===== src/hw/drs_pkg.sv =====
// Constants for the refresh scheduler of one memory channel.
// Assumes a single memory clock and a synchronous controller reset.
package drs_pkg;
    localparam logic [11:0] REG_OFFSET = 12'h269;
    localparam int REG_W = 48;
    localparam int REG_BYTES = 6;
    localparam logic [47:0] REG_RESET = 48'h021830000c30;
    localparam logic [47:0] REG_WMASK = 48'h03fffbcfffff;
    localparam int DIRQ_LSB = 37;
    localparam int INDQ_LSB = 32;
    localparam int WAIT_LSB = 27;
    localparam int CNTEN_BIT = 25;
    localparam int STYLE_BIT = 24;
    localparam int GATE_BIT = 23;
    localparam int DONE_BIT = 22;
    localparam int PANIC_LSB = 18;
    localparam int HIGH_LSB = 16;
    localparam int LOW_LSB = 14;
    localparam int INTV_LSB = 0;
    localparam int INTV_W = 14;
    localparam int WIN_W = 5;
    localparam int OWED_W = 4;
    localparam logic [3:0] PANIC_BASE = 4'h5;
    localparam logic [3:0] HIGH_BASE = 4'h3;
    localparam logic [3:0] LOW_BASE = 4'h1;
    localparam real INTERVAL_NS = 7800.0;
    localparam real CLK_NS = 4.0;
    localparam int INTERVAL_CYC = int'(INTERVAL_NS / CLK_NS - 0.5);
    typedef enum {RC_IDLE, RC_WAIT, RC_GRANT} drs_rcomp_type;
endpackage


===== src/hw/drs_tick_if.sv =====
// Carries the interval timer controls and its tick between the scheduler and its timer.
// Assumes both ends share sys_clk.
`timescale 1ns/100ps
interface drs_tick_if;
    logic run;
    logic [13:0] reload;
    logic tick;
    modport ctrl (output run, output reload, input tick);
    modport timer (input run, input reload, output tick);
endinterface


===== src/hw/drs_interval_timer.sv =====
// Interval timer that pulses once every programmed number of memory clocks.
// Assumes the reload value is held steady by the register block.
`timescale 1ns/100ps
module drs_interval_timer (
    // Clock and reset.
    input wire logic sys_clk,
    input wire logic srst,
    // Controls and tick.
    drs_tick_if.timer tickIf
);
    import drs_pkg::*;
    logic [INTV_W-1:0] count_r;
    logic [INTV_W-1:0] count_nxt;
    logic tick_r;
    logic tick_nxt;

    always_comb begin
        count_nxt = count_r;
        tick_nxt = 1'b0;
        if (!tickIf.run) begin
            count_nxt = '0;
        end else if (count_r + 14'h1 >= tickIf.reload) begin
            count_nxt = '0;
            tick_nxt = 1'b1;
        end else begin
            count_nxt = count_r + 14'h1;
        end
    end

    always_ff @(posedge sys_clk) begin
        if (srst) begin
            count_r <= '0;
            tick_r <= 1'b0;
        end else begin
            count_r <= count_nxt;
            tick_r <= tick_nxt;
        end
    end

    assign tickIf.tick = tick_r;
endmodule


===== src/hw/drs_refresh_sched.sv =====
// Refresh scheduler for one memory channel: control register, owed count, watermarks, rcomp.
// Assumes the command scheduler pulses refreshDone once per refresh it issues.
// Operation
// - A tick is made every programmed interval count of memory clocks, meant to give 7.8 us.
// - The refresh gate bit makes refresh run normally whatever the counter enable says.
// - While the refresh gate is set the owed counter always runs.
// - With the gate clear and counter enable set, owed refreshes accumulate outside self-refresh.
// - With both bits clear nothing accumulates and no refresh is asked.
// - The style bit selects all ranks together when clear and independent ranks when set.
// - A count above the panic level raises the panic flag, and asks for refresh while the gate is set.
// - A count above the high level raises the high flag; refresh is asked only when it is also above the low level and the gate is set.
// - A count above the low level raises the low flag, and asks for refresh while the gate is set.
// - In independent mode a direct rcomp waits the wait ticks plus the direct quiet window.
// - In independent mode an indirect rcomp waits the wait ticks plus the indirect window.
`timescale 1ns/100ps
module drs_refresh_sched (
    // Clock and reset.
    input wire logic sys_clk,
    input wire logic srst,
    // Register port.
    input wire logic regWrEn,
    input wire logic regRdEn,
    input wire logic [11:0] regAddr,
    input wire logic [drs_pkg::REG_BYTES-1:0] regByteEn,
    input wire logic [drs_pkg::REG_W-1:0] regWrData,
    output logic [drs_pkg::REG_W-1:0] regRdData,
    output logic regRdValid,
    // Scheduler side.
    input wire logic selfRefresh,
    input wire logic refreshDone,
    input wire logic rcompDirectReq,
    input wire logic rcompIndirectReq,
    output logic refreshReq,
    output logic panicFlag,
    output logic highFlag,
    output logic lowFlag,
    output logic [drs_pkg::OWED_W-1:0] owedCount,
    output logic rankIndependent,
    output logic ddrSetupComplete,
    output logic rcompGrant
);
    import drs_pkg::*;

    function automatic logic [3:0] levelOf(input logic [1:0] code, input logic [3:0] base);
        levelOf = base + {2'b00, code};
    endfunction

    logic [REG_W-1:0] ctrl_r;
    logic [REG_W-1:0] ctrl_nxt;
    logic [REG_W-1:0] rd_r;
    logic [REG_W-1:0] rd_nxt;
    logic rdv_r;
    logic rdv_nxt;
    logic [REG_W-1:0] wrMask;
    logic hit;

    // Byte enables widen to a bit mask, and read-only bits are kept out.
    always_comb begin
        wrMask = '0;
        for (int i = 0; i < REG_BYTES; i++) begin
            wrMask[i*8 +: 8] = {8{regByteEn[i]}};
        end
        wrMask = wrMask & REG_WMASK;
        hit = (regAddr == REG_OFFSET);
        ctrl_nxt = ctrl_r;
        if (regWrEn && hit) begin
            ctrl_nxt = (ctrl_r & ~wrMask) | (regWrData & wrMask);
        end
        rdv_nxt = regRdEn;
        rd_nxt = (regRdEn && hit) ? ctrl_r : '0;
    end

    always_ff @(posedge sys_clk) begin
        if (srst) begin
            ctrl_r <= REG_RESET;
            rd_r <= '0;
            rdv_r <= 1'b0;
        end else begin
            ctrl_r <= ctrl_nxt;
            rd_r <= rd_nxt;
            rdv_r <= rdv_nxt;
        end
    end

    logic gate;
    logic cntEn;
    logic running;
    assign gate = ctrl_r[GATE_BIT];
    assign cntEn = ctrl_r[CNTEN_BIT];
    assign running = gate | (cntEn & ~selfRefresh);

    drs_tick_if tickIf ();
    assign tickIf.run = running;
    assign tickIf.reload = ctrl_r[INTV_LSB +: INTV_W];

    drs_interval_timer u_timer (
        .sys_clk(sys_clk),
        .srst(srst),
        .tickIf(tickIf)
    );

    logic [OWED_W-1:0] owed_r;
    logic [OWED_W-1:0] owed_nxt;
    logic panic_r, high_r, low_r, req_r;
    logic panic_nxt, high_nxt, low_nxt, req_nxt;
    logic inc;
    logic dec;
    logic [3:0] panicLvl, highLvl, lowLvl;

    always_comb begin
        panicLvl = levelOf(ctrl_r[PANIC_LSB +: 2], PANIC_BASE);
        highLvl = levelOf(ctrl_r[HIGH_LSB +: 2], HIGH_BASE);
        lowLvl = levelOf(ctrl_r[LOW_LSB +: 2], LOW_BASE);
        inc = tickIf.tick && running && (owed_r != '1);
        dec = refreshDone && (owed_r != '0);
        owed_nxt = owed_r;
        if (inc && !dec) begin
            owed_nxt = owed_r + 4'h1;
        end else if (dec && !inc) begin
            owed_nxt = owed_r - 4'h1;
        end
        panic_nxt = owed_nxt > panicLvl;
        high_nxt = owed_nxt > highLvl;
        low_nxt = owed_nxt > lowLvl;
        req_nxt = gate && low_nxt;
    end

    always_ff @(posedge sys_clk) begin
        if (srst) begin
            owed_r <= '0;
            panic_r <= 1'b0;
            high_r <= 1'b0;
            low_r <= 1'b0;
            req_r <= 1'b0;
        end else begin
            owed_r <= owed_nxt;
            panic_r <= panic_nxt;
            high_r <= high_nxt;
            low_r <= low_nxt;
            req_r <= req_nxt;
        end
    end

    drs_rcomp_type rc_r;
    drs_rcomp_type rc_nxt;
    logic [WIN_W:0] wait_r;
    logic [WIN_W:0] wait_nxt;
    logic grant_r;
    logic grant_nxt;
    logic style;
    assign style = ctrl_r[STYLE_BIT];

    always_comb begin
        rc_nxt = rc_r;
        wait_nxt = wait_r;
        case (rc_r)
            RC_IDLE: begin
                if (rcompDirectReq || rcompIndirectReq) begin
                    if (!style) begin
                        rc_nxt = RC_GRANT;
                    end else begin
                        rc_nxt = RC_WAIT;
                        wait_nxt = {1'b0, ctrl_r[WAIT_LSB +: WIN_W]} + (rcompDirectReq ?
                            {1'b0, ctrl_r[DIRQ_LSB +: WIN_W]} :
                            {1'b0, ctrl_r[INDQ_LSB +: WIN_W]});
                    end
                end
            end
            RC_WAIT: begin
                if (wait_r == '0) begin
                    rc_nxt = RC_GRANT;
                end else if (tickIf.tick) begin
                    wait_nxt = wait_r - 6'h1;
                end
            end
            RC_GRANT: rc_nxt = RC_IDLE;
            default: rc_nxt = RC_IDLE;
        endcase
        // The grant pulse is registered so that the output comes from a flop.
        grant_nxt = (rc_nxt == RC_GRANT);
    end

    always_ff @(posedge sys_clk) begin
        if (srst) begin
            rc_r <= RC_IDLE;
            wait_r <= '0;
            grant_r <= 1'b0;
        end else begin
            rc_r <= rc_nxt;
            wait_r <= wait_nxt;
            grant_r <= grant_nxt;
        end
    end

    assign regRdData = rd_r;
    assign regRdValid = rdv_r;
    assign refreshReq = req_r;
    assign panicFlag = panic_r;
    assign highFlag = high_r;
    assign lowFlag = low_r;
    assign owedCount = owed_r;
    assign rankIndependent = ctrl_r[STYLE_BIT];
    assign ddrSetupComplete = ctrl_r[DONE_BIT];
    assign rcompGrant = grant_r;
endmodule


===== config.mk =====
export PLATFORM = sky130hd
export DESIGN_NAME = drs_refresh_sched
export DESIGN_NICKNAME = d
export VERILOG_FILES = /design/src/hw/drs_pkg.sv /design/src/hw/drs_tick_if.sv /design/src/hw/drs_interval_timer.sv /design/src/hw/drs_refresh_sched.sv
export SDC_FILE = /design/constraint.sdc
export NUM_CORES = 1
export LEC_CHECK = 0
export BUFFER_PORTS_ARGS = -buffer_cell sky130_fd_sc_hd__buf_2
export CAP_MARGIN = 5
export CORE_ASPECT_RATIO = 0.7
export CORE_UTILIZATION = 50
export DETAILED_ROUTE_END_ITERATION = 6
export PLACE_DENSITY = 0.75
export SYNTH_ARGS = -nofsm -noshare
export SYNTH_HDL_FRONTEND = slang
export SYNTH_SLANG_ARGS = --single-unit

===== constraint.sdc =====
create_clock -name sys_clk -period 3.85 [get_ports sys_clk]
set_input_delay 1.155 -clock sys_clk [delete_from_list [all_inputs] [get_ports sys_clk]]
set_output_delay 1.155 -clock sys_clk [all_outputs]
set_load 0.05 [all_outputs]

==> flow_metrics.tcl <==
set metrics [dict create \
    hold_path_class "register to register" \
    clk_pin_slew_worst_paths_ns 0.06 \
    yosys.area.top_type "dfxtp_1" \
    antenna_left 0 \
    p_sw_share_pct 21.3 \
    synthCells 606 \
    crit_path_end_kind "register" \
    relSlewSlack_pct 40.7 \
    dp_hpwl_um 9230 \
    clock_skew_ns 0.0101 \
    tightest_slew_ns 0.887 \
    rsz0062_at_grt "false" \
    power_density_nw_per_um2 452 \
    pwr-share-seq_pct 46.5 \
    layout.nets 861 \
    power.switching_mw 0.677 \
    start_util_pct 51.4 \
    wl_met2_um 6130 \
    fmax_ghz 0.322 \
    postLayoutCellArea_um2 7050 \
    internal_power_mw 2.51 \
    grt-ovfl-total 0 \
    post_cts_resized 0 \
    cts_root_buf "clkbuf_16" \
    numCtsBuffers 17 \
    syn_area_um2 5680 \
    synth_top_area_share_pct 49.7 \
    synth_area_leaders "dfxtp_1 (50%), ha_1 (7.9%), nand3_1 (5.0%), nand2_1 (4.6%), and2_1 (4.5%)" \
    syn_area_per_cell_um2 9.37 \
    yosysUniqueCellTypes 57 \
    h-tree-depth 4 \
    critPathKind "input port to register" \
    viasPerCell 5.07 \
    grt_usage_pct 24.0 \
    holdWs_ns 0.470 \
    io_buffers 115 \
    areaGrowthSynthToFinish_pct 24.2 \
    cts_tree "yes" \
    setup_ws_ns 0.740 \
    setup_viol 0 \
    dpl_cell_area_um2 6450 \
    die_h_um 91.2 \
    grt_pass1_vias 4615 \
    cp_slowest_stage_delay_ns 0.39 \
    place_ws_ns 0.370 \
    ys_warn_count 0 \
    fin_crit_sh_pct 80.8 \
    wl_met1_um 5820 \
    cts_setup_buffers 0 \
    cp.required_ns 4.13 \
    cp_slowest_cell "a21oi_1" \
    cts_buffer_depth 2 \
    outcome "finished clean" \
    fin_cells 915 \
    max_cap_violations 0 \
    dieWidth_um 129 \
    leakage_nw 3.21 \
    worstPathArrival_ns 3.39 \
    design_power_total_mw 3.19 \
    n_antenna_cell 0 \
    die_area_um2 11800 \
    clock-sinks 141 \
    fin_setup_tns_ns 0 \
    synth_seq_cells 141 \
    grt_max_degree 46 \
    synth_edf_count 0 \
    cts_hold_buf 0 \
    drive_above_1_share_pct 21.8 \
    std_cell_rows 32 \
    vias 4635 \
    combPwrFrac_pct 2.8 \
    ys_seq_area_share_pct 49.7 \
    topRoutingLayerUsed "met4" \
    coreArea_um2 11100 \
    routed_wl_um 13100 \
    slew_viol_final 0 \
    p_clk_share_pct 50.7 \
    min_period_ns 3.11 \
    drt_iter0_markers 248 \
    clk_latency_ns 0.42 \
    grt_pass1_wl_um 21700 \
    dp_cells 883 \
    antenna_found_initial 0 \
    place_congestion 0.853 \
    io_pins 134 \
    drc 0 \
    wl_per_cell_um 14.3 \
    hold_viol 0 \
    wl_met3_um 873 \
    fin_util_pct 63.8 \
    crit_chain "buf_2, nor2b_1, o211ai_2, maj3_2, a21oi_1, ha_1, nor2b_1, o21a_1, o21ai_0, a21oi_1" \
    nFillCells 966 \
    synth_ff_type "dfxtp_1" \
    synthArstFlopShare_pct 0 \
    firstDrtPassIters 4 \
    ir_drop_uv 365 \
    crit_fanout 5 \
    startpoint_type "input port" \
]
-- final timing paths --
kind / from / to / slack [ns] / cells after the start
worst min register to register: register / register / 0.47 / 2
worst max register to register: u_timer.count_r[0] / u_timer.count_r[13] / 0.79 / 10
worst min-delay path: register / register / 0.47 / 2
worst max-delay path: selfRefresh / refreshReq / 0.74 / 10
-- layout make-up --
cell class | instances | area [um^2] | area share [%]
repair buffers | 120 | 621 | 8.80
well taps | 153 | 191 | 2.72
inverters | 34 | 128 | 1.81
clock inverters | 9 | 111 | 1.58
clock buffers | 22 | 474 | 6.73
multi-input cells | 436 | 2700 | 38.3
flip-flops and latches | 141 | 2820 | 40.0
-- power groups by stage --
stage	clock, mW	combinational, mW	sequential [mW]
floorplan	0	0.0507	1.51
global placement	0	0.0847	1.51
detailed placement	0	0.0867	1.51
CTS	1.64	0.0874	1.48
global route	1.71	0.0962	1.48
finish	1.62	0.0886	1.48
-- cells in the final DEF, fill, tap and decap left out, drive strengths merged, types with 8 or more instances in the layout --
cell,Yosys,final
clkbuf,15,22
a21oi,46,46
nand3,57,57
inv,34,35
buf,18,120
xnor2,11,11
o21ai,11,11
nor4,10,10
ha,36,36
nand4,8,8
nor2,23,23
and2,42,42
nand2,70,70
dfxtp,141,141
conb,1,39
-- routing by layer --
layer  up-vias  GRT usage [%]
met5         -              0
met4         0           12.7
met3        27           6.19
met2       169           37.5
met1      2124           30.2
li1       2315              -
-- cells in the mapped netlist, types with 4 or more instances --
master and number:
dfxtp_1 141, nand2_1 70, nand3_1 57, a21oi_1 46, and2_1 41, ha_1 36
inv_1 34, nor2_1 23, clkbuf_1 15, o21ai_0 11, xnor2_1 11, nor4_1 10
buf_2 9, buf_4 9, nand4_1 8, nor2b_1 6, xor2_1 6, and3_1 5
a211oi_1 4, a21o_1 4, and4_1 4, mux2_2 4, mux2i_1 4
-- kinds of logic after synthesis --
kind of cell,count (synthesis),synth area share (%)
AOI/OAI and AO/OA,88,9.70
and+or+nand+nor,244,22.3
DFF,141,49.7
other,1,0.0660
muxes,9,1.76
buffers and inverters,67,5.22
adders and majority gates,39,8.66
xor gates and xnor gates,17,2.62
-- critical path: cells and delay by family --
| family | cells | cell delay, ns |
|---|---|---|
| buffers and inverters | 1 | 0.09 |
| adder cells (fa/ha/maj) | 2 | 0.69 |
| AO/OA/AOI/OAI | 5 | 1.07 |
| AND/OR/NAND/NOR | 2 | 0.38 |
Note: power is estimated with default switching activity, not from simulation.
